--- config.mk ---
export PLATFORM = sky130hd
export DESIGN_NAME = fpmc_top
export DESIGN_NICKNAME = d
export VERILOG_FILES = /design/src/fpmc_pkg.sv /design/src/fpmc_top.sv
export SDC_FILE = /design/constraint.sdc
export NUM_CORES = 1
export LEC_CHECK = 0
export BUFFER_PORTS_ARGS = -buffer_cell sky130_fd_sc_hd__buf_4
export CAP_MARGIN = 20
export CORE_MARGIN = 2
export CORE_UTILIZATION = 58
export DETAILED_ROUTE_END_ITERATION = 16
export PLACE_DENSITY = 0.87
export SKIP_CTS_REPAIR_TIMING = 1
export SLEW_MARGIN = 10
export SYNTH_ARGS = -nofsm -noshare
export SYNTH_HDL_FRONTEND = slang
export SYNTH_SLANG_ARGS = --single-unit
--- constraint.sdc ---
create_clock -name REF_CLK_IN -period 7.1 [get_ports REF_CLK_IN]
set_input_delay 0.355 -clock REF_CLK_IN [delete_from_list [all_inputs] [get_ports REF_CLK_IN]]
set_output_delay 0.355 -clock REF_CLK_IN [all_outputs]
set_load 0.02 [all_outputs]
--- src/fpmc_pkg.sv ---
// Package for the front panel mode controller: constants, types, glyph codes.
// Assumes a 200 MHz clock and debounced, already-synchronous-free key pins.
`default_nettype none
package fpmc_pkg;
    // ==========================================================
    // Timing
    localparam int unsigned CLK_MHZ = 200;
    localparam int unsigned LOCK_HOLD_S = 5;
    localparam int unsigned LOCK_HOLD_CYC = LOCK_HOLD_S * CLK_MHZ * 1000000;
    localparam int unsigned BLINK_MS = 250;
    localparam int unsigned BLINK_CYC = BLINK_MS * CLK_MHZ * 1000;
    localparam logic [2:0] BLINK_PHASES = 3'h6;
    // ==========================================================
    // Data limits and reset values (accel/decel in ms)
    localparam logic [15:0] SPEED_MAX = 16'h0fa0;
    localparam logic [15:0] SPEED_RST = 16'h0000;
    localparam logic [7:0] TORQUE_MAX = 8'h0fa;
    localparam logic [7:0] TORQUE_RST = 8'h0fa;
    localparam logic [15:0] ACC_FINE_MAX = 16'h03e7;
    localparam logic [15:0] ACC_COARSE_MIN = 16'h03e8;
    localparam logic [15:0] ACC_COARSE_MAX = 16'h7530;
    localparam logic [15:0] ACC_COARSE_STEP = 16'h000a;
    localparam logic [15:0] ACC_RST = 16'h0064;
    localparam int unsigned MON_SCREENS = 5;
    // ==========================================================
    // Display glyph selector
    typedef enum logic [3:0] {
        GL_VALUE = 4'h0, GL_LOCK_ON = 4'h1, GL_LOCK_OFF = 4'h2,
        GL_REMOTE_BUSY = 4'h3, GL_LOCAL_AGAIN = 4'h4, GL_ERROR = 4'h5,
        GL_ALARM = 4'h6, GL_WARNING = 4'h7, GL_IO = 4'h8, GL_BLANK = 4'h9
    } fpmc_glyph_t;
    typedef enum logic [1:0] {
        MODE_MONITOR = 2'h0, MODE_DATA = 2'h1, MODE_PARAM = 2'h2, MODE_TEST = 2'h3
    } fpmc_mode_t;
    // Monitor screens: speed, load, opnum, alarm, warning, io (index)
    typedef struct packed {
        logic mode;
        logic set;
        logic up;
        logic down;
    } fpmc_keys_t;
    typedef struct packed {
        logic [15:0] speed;
        logic [7:0] torque;
        logic [15:0] accel;
        logic [15:0] decel;
    } fpmc_data_t;
endpackage
`default_nettype wire

--- src/fpmc_top.sv ---
// Front panel mode controller: key navigation, edit lock, tool lockout, test gating.
// Assumes keys and status inputs other than the alarm/warning codes are raw pins, synchronised here; one 200 MHz clock.
`timescale 1ns/100ps
`default_nettype none
module fpmc_top #(
    parameter int unsigned LOCK_HOLD = fpmc_pkg::LOCK_HOLD_CYC,
    parameter int unsigned BLINK_LEN = fpmc_pkg::BLINK_CYC
) (
    // Clock and reset
    input wire logic REF_CLK_IN,
    input wire logic RST_IN,
    // Panel keys (raw pins)
    input wire fpmc_pkg::fpmc_keys_t KEYS_IN,
    // Edit command from lower screen: 0 none, 1 value store, 2 alarm clear,
    // 3 warning clear, 4 data restore, 5 init, 6 alarm reset, 7 test run
    input wire logic [2:0] CMD_IN,
    input wire logic CMD_VALID_IN,
    input wire fpmc_pkg::fpmc_data_t CMD_DATA_IN,
    // Driver status (pins)
    input wire logic TOOL_CONN_IN,
    input wire logic FREE_IN,
    input wire logic STOP_IN,
    input wire logic HALT_HOLD_IN,
    input wire logic LEGACY_MODE_IN,
    input wire logic [7:0] ALARM_CODE_IN,
    input wire logic [7:0] WARN_CODE_IN,
    input wire logic [4:0] IO_STATE_IN,
    // Panel outputs
    output logic [1:0] MODE_OUT,
    output logic [2:0] SCREEN_OUT,
    output logic TOP_SCREEN_OUT,
    output logic [3:0] GLYPH_OUT,
    output logic [7:0] CODE_OUT,
    output logic [4:0] DIGIT_LIT_OUT,
    output logic EDIT_LOCK_OUT,
    output logic CMD_REJECT_OUT,
    output logic ALARM_RESET_OUT,
    output logic ALARM_HIST_CLR_OUT,
    output logic WARN_HIST_CLR_OUT,
    output logic DATA_RESTORE_OUT,
    output logic INIT_OUT,
    output logic MOTOR_RUN_OUT,
    output fpmc_pkg::fpmc_data_t DATA_OUT
);
    // ==========================================================
    // Input synchronisers
    localparam int NS = 14;
    logic [NS-1:0] s1_q, s2_q;
    always_ff @(posedge REF_CLK_IN) begin
        s1_q <= {KEYS_IN, TOOL_CONN_IN, FREE_IN, STOP_IN, HALT_HOLD_IN, LEGACY_MODE_IN, IO_STATE_IN};
        s2_q <= s1_q;
    end
    fpmc_pkg::fpmc_keys_t keys;
    logic tool, free_i, stop_i, halt_hold, legacy;
    logic [4:0] io_s;
    assign {keys, tool, free_i, stop_i, halt_hold, legacy, io_s} = s2_q;

    // Key and tool edge detect on synchronised signals only
    fpmc_pkg::fpmc_keys_t keys_prev_q;
    logic tool_prev_q;
    always_ff @(posedge REF_CLK_IN) begin
        if (RST_IN) begin
            keys_prev_q <= '0;
            tool_prev_q <= 1'b0;
        end else begin
            keys_prev_q <= keys;
            tool_prev_q <= tool;
        end
    end
    logic mode_rel, set_press, tool_on, tool_off;
    // Mode acts on release so a long hold can be a lock toggle instead
    assign mode_rel = keys_prev_q.mode & ~keys.mode;
    assign set_press = keys.set & ~keys_prev_q.set;
    assign tool_on = tool & ~tool_prev_q;
    assign tool_off = ~tool & tool_prev_q;

    // ==========================================================
    // Navigation state
    logic [1:0] mode_q;
    logic top_q;
    logic [2:0] screen_q;
    logic lock_q;
    logic [31:0] hold_q;
    logic hold_fired_q;
    logic running_q;
    logic err_q;

    // Next monitor screen, skipping the lock-restricted warning history screen (4)
    function automatic logic [2:0] next_screen(input logic [2:0] s, input logic lk);
        logic [2:0] n;
        n = (s == 3'h5) ? 3'h0 : s + 3'h1;
        if (lk && n == 3'h4) begin
            n = 3'h5;
        end
        return n;
    endfunction

    // Long hold counter on top screen
    always_ff @(posedge REF_CLK_IN) begin
        if (RST_IN) begin
            hold_q <= '0;
            hold_fired_q <= 1'b0;
        end else if (!keys.mode || !top_q) begin
            hold_q <= '0;
            hold_fired_q <= keys.mode & hold_fired_q;
        end else if (hold_q == LOCK_HOLD - 1) begin
            hold_q <= '0;
            hold_fired_q <= 1'b1;
        end else if (!hold_fired_q) begin
            hold_q <= hold_q + 32'h0000_0001;
        end
    end
    logic lock_toggle;
    assign lock_toggle = keys.mode && top_q && !hold_fired_q && hold_q == LOCK_HOLD - 1;

    // Edit lock
    always_ff @(posedge REF_CLK_IN) begin
        if (RST_IN) begin
            lock_q <= 1'b0;
        end else if (lock_toggle) begin
            lock_q <= ~lock_q;
        end
    end

    // Mode and screen navigation
    logic leave_refused;
    assign leave_refused = mode_rel && !hold_fired_q && top_q && tool;
    always_ff @(posedge REF_CLK_IN) begin
        if (RST_IN) begin
            mode_q <= fpmc_pkg::MODE_MONITOR;
            top_q <= 1'b1;
            screen_q <= '0;
        end else if (tool_on) begin
            mode_q <= fpmc_pkg::MODE_MONITOR;
            top_q <= 1'b1;
            screen_q <= '0;
        end else if (mode_rel && !hold_fired_q) begin
            if (!top_q) begin
                top_q <= 1'b1;
            end else if (!tool) begin
                mode_q <= mode_q + 2'h1;
                screen_q <= '0;
            end
        end else if (set_press && top_q && !running_q && !(tool && mode_q != fpmc_pkg::MODE_MONITOR)) begin
            top_q <= tool ? 1'b1 : 1'b0;
        end else if (keys.up && !keys_prev_q.up && mode_q == fpmc_pkg::MODE_MONITOR) begin
            screen_q <= next_screen(screen_q, lock_q);
        end
    end

    // ==========================================================
    // Commands and data checks
    fpmc_pkg::fpmc_data_t data_q;
    logic rej_q, ar_q, ahc_q, whc_q, dr_q, ini_q;
    logic test_ok, acc_ok, dec_ok, data_ok;
    function automatic logic time_ok(input logic [15:0] t);
        return t <= fpmc_pkg::ACC_FINE_MAX ||
               (t >= fpmc_pkg::ACC_COARSE_MIN && t <= fpmc_pkg::ACC_COARSE_MAX &&
                (t % fpmc_pkg::ACC_COARSE_STEP) == 16'h0000);
    endfunction
    assign acc_ok = time_ok(CMD_DATA_IN.accel);
    assign dec_ok = time_ok(CMD_DATA_IN.decel);
    assign data_ok = CMD_DATA_IN.speed <= fpmc_pkg::SPEED_MAX &&
                     CMD_DATA_IN.torque <= fpmc_pkg::TORQUE_MAX && acc_ok && dec_ok;
    // Locked or tool-owned panel may not store, clear, restore or init; alarm reset is not blocked
    logic edit_block;
    assign edit_block = lock_q | tool;
    assign test_ok = !free_i && !stop_i && !(legacy && !halt_hold);

    always_ff @(posedge REF_CLK_IN) begin
        if (RST_IN) begin
            data_q <= '{fpmc_pkg::SPEED_RST, fpmc_pkg::TORQUE_RST, fpmc_pkg::ACC_RST, fpmc_pkg::ACC_RST};
            rej_q <= 1'b0;
            ar_q <= 1'b0;
            ahc_q <= 1'b0;
            whc_q <= 1'b0;
            dr_q <= 1'b0;
            ini_q <= 1'b0;
        end else begin
            rej_q <= 1'b0;
            ar_q <= 1'b0;
            ahc_q <= 1'b0;
            whc_q <= 1'b0;
            dr_q <= 1'b0;
            ini_q <= 1'b0;
            if (CMD_VALID_IN) begin
                case (CMD_IN)
                    3'h1: begin
                        if (edit_block || !data_ok || mode_q != fpmc_pkg::MODE_DATA) begin
                            rej_q <= 1'b1;
                        end else begin
                            data_q <= CMD_DATA_IN;
                        end
                    end
                    3'h2: begin
                        rej_q <= edit_block;
                        ahc_q <= !edit_block;
                    end
                    3'h3: begin
                        rej_q <= edit_block;
                        whc_q <= !edit_block;
                    end
                    3'h4: begin
                        rej_q <= edit_block;
                        dr_q <= !edit_block;
                        if (!edit_block) begin
                            data_q <= '{fpmc_pkg::SPEED_RST, fpmc_pkg::TORQUE_RST,
                                        fpmc_pkg::ACC_RST, fpmc_pkg::ACC_RST};
                        end
                    end
                    3'h5: begin
                        rej_q <= edit_block;
                        ini_q <= !edit_block;
                    end
                    3'h6: begin
                        ar_q <= 1'b1;
                    end
                    3'h7: begin
                        rej_q <= !test_ok || mode_q != fpmc_pkg::MODE_TEST || tool;
                    end
                    default: begin
                        rej_q <= 1'b0;
                    end
                endcase
            end
        end
    end

    // Test run: only while up key held and conditions hold
    always_ff @(posedge REF_CLK_IN) begin
        if (RST_IN) begin
            running_q <= 1'b0;
        end else begin
            running_q <= mode_q == fpmc_pkg::MODE_TEST && !top_q && keys.up && test_ok && !tool;
        end
    end

    // Error glyph latch: set by forbidden set key or bad legacy run, cleared by any mode key
    always_ff @(posedge REF_CLK_IN) begin
        if (RST_IN) begin
            err_q <= 1'b0;
        end else if ((set_press && running_q) ||
                     (keys.up && mode_q == fpmc_pkg::MODE_TEST && !top_q && legacy && !halt_hold)) begin
            err_q <= 1'b1;
        end else if (mode_rel) begin
            err_q <= 1'b0;
        end
    end

    // ==========================================================
    // Blink sequencer: three on/off pairs of a notice glyph
    logic [31:0] blink_cnt_q;
    logic [2:0] phase_q;
    logic [3:0] notice_q;
    logic [31:0] note_hold_q;
    always_ff @(posedge REF_CLK_IN) begin
        if (RST_IN) begin
            phase_q <= '0;
            blink_cnt_q <= '0;
            notice_q <= fpmc_pkg::GL_BLANK;
        end else if (tool_on || tool_off) begin
            phase_q <= fpmc_pkg::BLINK_PHASES;
            blink_cnt_q <= '0;
            notice_q <= tool_on ? fpmc_pkg::GL_REMOTE_BUSY : fpmc_pkg::GL_LOCAL_AGAIN;
        end else if (phase_q != 3'h0) begin
            if (blink_cnt_q == BLINK_LEN - 1) begin
                blink_cnt_q <= '0;
                phase_q <= phase_q - 3'h1;
            end else begin
                blink_cnt_q <= blink_cnt_q + 32'h0000_0001;
            end
        end
    end

    // Transient notice (lock glyphs, refused leave) shown for one blink period
    logic [3:0] flash_q;
    always_ff @(posedge REF_CLK_IN) begin
        if (RST_IN) begin
            flash_q <= fpmc_pkg::GL_BLANK;
            note_hold_q <= '0;
        end else if (lock_toggle) begin
            flash_q <= lock_q ? fpmc_pkg::GL_LOCK_OFF : fpmc_pkg::GL_LOCK_ON;
            note_hold_q <= BLINK_LEN;
        end else if (leave_refused) begin
            flash_q <= fpmc_pkg::GL_REMOTE_BUSY;
            note_hold_q <= BLINK_LEN;
        end else if (note_hold_q != 32'h0000_0000) begin
            note_hold_q <= note_hold_q - 32'h0000_0001;
        end
    end

    // ==========================================================
    // Output registers
    logic [3:0] glyph_d;
    always_comb begin
        glyph_d = fpmc_pkg::GL_VALUE;
        if (phase_q != 3'h0) begin
            glyph_d = phase_q[0] ? fpmc_pkg::GL_BLANK : notice_q;
        end else if (note_hold_q != 32'h0000_0000) begin
            glyph_d = flash_q;
        end else if (err_q) begin
            glyph_d = fpmc_pkg::GL_ERROR;
        end else if (mode_q == fpmc_pkg::MODE_MONITOR && screen_q == 3'h3) begin
            glyph_d = fpmc_pkg::GL_ALARM;
        end else if (mode_q == fpmc_pkg::MODE_MONITOR && screen_q == 3'h4) begin
            glyph_d = fpmc_pkg::GL_WARNING;
        end else if (mode_q == fpmc_pkg::MODE_MONITOR && screen_q == 3'h5) begin
            glyph_d = fpmc_pkg::GL_IO;
        end
    end
    always_ff @(posedge REF_CLK_IN) begin
        if (RST_IN) begin
            MODE_OUT <= fpmc_pkg::MODE_MONITOR;
            SCREEN_OUT <= '0;
            TOP_SCREEN_OUT <= 1'b1;
            GLYPH_OUT <= fpmc_pkg::GL_VALUE;
            CODE_OUT <= '0;
            DIGIT_LIT_OUT <= '0;
            EDIT_LOCK_OUT <= 1'b0;
            CMD_REJECT_OUT <= 1'b0;
            ALARM_RESET_OUT <= 1'b0;
            ALARM_HIST_CLR_OUT <= 1'b0;
            WARN_HIST_CLR_OUT <= 1'b0;
            DATA_RESTORE_OUT <= 1'b0;
            INIT_OUT <= 1'b0;
            MOTOR_RUN_OUT <= 1'b0;
            DATA_OUT <= '0;
        end else begin
            MODE_OUT <= mode_q;
            SCREEN_OUT <= screen_q;
            TOP_SCREEN_OUT <= top_q;
            GLYPH_OUT <= glyph_d;
            CODE_OUT <= (screen_q == 3'h4) ? WARN_CODE_IN : ALARM_CODE_IN;
            DIGIT_LIT_OUT <= (screen_q == 3'h5) ? io_s : 5'h00;
            EDIT_LOCK_OUT <= lock_q;
            CMD_REJECT_OUT <= rej_q;
            ALARM_RESET_OUT <= ar_q;
            ALARM_HIST_CLR_OUT <= ahc_q;
            WARN_HIST_CLR_OUT <= whc_q;
            DATA_RESTORE_OUT <= dr_q;
            INIT_OUT <= ini_q;
            MOTOR_RUN_OUT <= running_q;
            DATA_OUT <= data_q;
        end
    end
endmodule
`default_nettype wire

==> metrics.csv <==
metric,value,unit
status,"finished, final reports clean",
Tot GR Track Use,24.7,%
XOR/XNOR share of the synthesized area,6.35,%
main flop type after synthesis,dfxtp_1,
final hold vios,0,
syn nets,1591,
Worst path most repeated cell,a211oi_1,
initial core utilization,59.1,%
post-synthesis adder-cell area fraction,1.20,%
Slew headroom,37.8,%
asr flop ratio synth,0,%
vias in the first global route,10700,
register area share after synthesis,44.1,%
largest net degree at the start of global routing,90,
"Clk Latency, worst-skew pair",0.55,ns
die area,24300,um2
CP Launch Type,input port,
filler cell count,1647,
cell family with most CP delay,compound AO/OA/AOI/OAI gates,
Critical Path AT,6.02,ns
TritonRoute pass-1 iters,6,
RR Startpoint,note_hold_q[6],
largest area contributor in the netlist,dfxtp_1,
Final Skew,0.0129,ns
Reg2Reg Setup Slack,3.55,ns
Post-synth EDFFs,0,
peak supply drop,0.000211,V
initial antenna violation count,0,
worst reg-to-reg path cell count,10,
post-DP HPWL,21.2,mm
multiplexer share of the synthesized area,1.67,%
total of max-cap violations,0,
CTS root buffer,clkbuf_16,
first-pass GRT wire length,50.5,mm
Tightest Pin Transition,0.933,ns
Total Wirelength,31.3,mm
top-count cell post-synth,dfxtp_1,
"Warnings, synthesis",0,
max frequency,0.178,GHz
Setup Viol. Count Final,0,
largest family of logic cells by synthesized area,simple AND/OR/NAND/NOR gates,
RR Endpoint,note_hold_q[29],
# DRC,0,
Core Region,22600,um2
crit end category,register,
post-synthesis simple-gate area fraction,25.7,%
RSZ-0062 raised after global routing,false,
vias,11300,
"Net count, final",1727,
Critical Path RT,7.49,ns
Hold Path Cell Cnt,2,
Buffers on Ports,177,
post-route cell area,15900,um2
Initial DRC Count,808,
Area Overhead vs Synth,18.7,%
via-per-instance ratio,5.88,
pwr/cell area,266,nW/um2
main area contributors after synthesis,"dfxtp_1 (44%), nor2_1 (5.2%), nor2b_1 (3.9%), xnor2_1 (3.3%), xor2_1 (3.1%)",
clk slew on worst S/H paths,0.06,ns
worst hold path type,in2reg,
die width,156,um
Syn Std Cell Area,13400,um2
post-synthesis register bit count,295,
CTS tree,built,
Std-Cell Rows,55,
worst-path cell with the longest stage delay,o32a_2,
min Tclk post-route,5.63,ns
compound-gate portion of the synthesized area,16.9,%
antenna violation net count after detailed routing,0,
Longest Clk Path Bufs,3,
htree depth,1,
Setup crit start,CMD_DATA_IN[10],
CP Depth,20,
Synth Instances,1487,
I/O Pins,179,
grt ovf,0,
leakage,6.19,nW
CP max stage delay,0.66,ns
Placed Instance Area,14700,um2
WP buf/inv,2,
total power,0.00422,W
post-synth top area share,44.1,%
Sum Neg Setup Slack,0,ns
mean routed wirelength per cell,16.2,um
Post-synth top cells,"dfxtp_1 (295), nor2_1 (184), nor2b_1 (84)",
worst setup path class,in2reg,
crit path max fanout,31,
Slew Limit Fails,0,
worst setup path endpoint,data_q[33],
Post-Syn Area per Cell,9.00,um2
Die H,156,um
fin crit share,79.3,%
TritonCTS Sinks,295,
RePlAce Congestion,0.916,
share of cells above drive strength 1,16.3,%
Synth cell types,97,
Num CTS Buffers,28,
worst-path cell chain,buf_4 -> and4bb_1 -> a211oi_1 -> a31oi_1 -> a211oi_2 -> maj3_1 -> a211oi_1 -> or2_0 -> a21oi_1 -> o311a_1 -> o21ai_0 -> and4_1 -> a22o_1 -> ha_1 -> nand2_1 -> and4bb_2 -> o31ai_1 -> o32a_2 -> buf_12 -> a22oi_1,
flip-flops by register name (all words and copies together) (netlist names), 5 cells and up:
register,cells
note_hold_q,32
blink_cnt_q,32
s1_q,13
hold_q,32
s2_q,13
data_q,56
DATA_OUT,56
CODE_OUT,8
DIGIT_LIT_OUT,5
placed cells by master (no fill, tap or decap), types with 21 or more instances in the layout:
cell	n
inv_1	34
and3_1	23
a22o_1	41
nand3_1	45
xor2_1	47
nor2b_1	84
or3_1	21
nor3_1	32
nor2_1	184
dfxtp_1	295
clkbuf_16	28
a21oi_1	66
nand4_1	25
buf_4	181
xnor2_1	50
o21ai_0	38
nand2_1	75
through the flow:
stage               std cells  util [%]  setup slack, ns  hold WS [ns]
floorplan                1487         -             2.03         0.310
global placement         1863      65.0             1.08         0.311
detailed placement       1864      65.1             1.02         0.312
CTS                      1915      69.5             1.56        -0.112
global route             1929      70.2             1.12        0.0179
finish                   1930      70.2             1.47        0.0270
area by class of cell:
class / instances / area, um2 / area share [%]
Clock inverter: 10 / 190 / 1.20
Tap cell: 285 / 357 / 2.24
Inverter: 35 / 131 / 0.827
Clock buffer: 41 / 820 / 5.16
Timing Repair Buffer: 196 / 1520 / 9.59
Antenna cell: 1 / 2.50 / 0.0158
Sequential cell: 295 / 5910 / 37.2
Multi-Input combinational cell: 1067 / 6960 / 43.8
worst register-to-register path: cells and delay by family, from the launching register on:
| kind | cells | cell delay [ns] |
|---|---|---|
| compound gates | 1 | 0.14 |
| flops | 1 | 0.40 |
| simple gates | 9 | 2.92 |
metal layers:
| metal | part of all wire [%] | vias up | track usage [%] |
|---|---|---|---|
| met5 | 0 | - | 0 |
| met4 | 2.4 | 0 | 6.47 |
| met1 | 41 | 5350 | 30.8 |
| met3 | 5.8 | 63 | 3.86 |
| li1 | - | 5584 | - |
| met2 | 51 | 349 | 44.5 |
kinds of logic (layout without fill, tap and decap cells):
| group | after synthesis | in the layout |
|---|---|---|
| buffers and inverters | 125 | 282 |
| muxes | 22 | 22 |
| xor gates and xnor gates | 97 | 97 |
| other | 0 | 1 |
| DFF | 295 | 295 |
| and+or+nand+nor | 638 | 638 |
| adders and majority gates | 13 | 13 |
| AOI/OAI and AO/OA | 297 | 297 |
power breakdown:
group | internal, W | total [W] | switching [W]
logic | 0.000332 | 0.000799 | 0.000467
registers | 0.00174 | 0.00181 | 0.0000678
clock network | 0.000981 | 0.00161 | 0.000632
total | 0.00306 | 0.00422 | 0.00117
how the worst min path moves through the flow:
stage | slack [ns] | endpoint | from
2_1_floorplan | 0.31 | s2_q[0] | s1_q[0]
3_3_place_gp | 0.31 | s2_q[4] | s1_q[4]
3_5_place_dp | 0.31 | s2_q[7] | s1_q[7]
4_1_cts | -0.11 | s1_q[6] | HALT_HOLD_IN
5_1_grt | 0.02 | data_q[48] | CMD_DATA_IN[48]
6_report | 0.03 | data_q[48] | CMD_DATA_IN[48]
(Power assumes the default switching activity.)
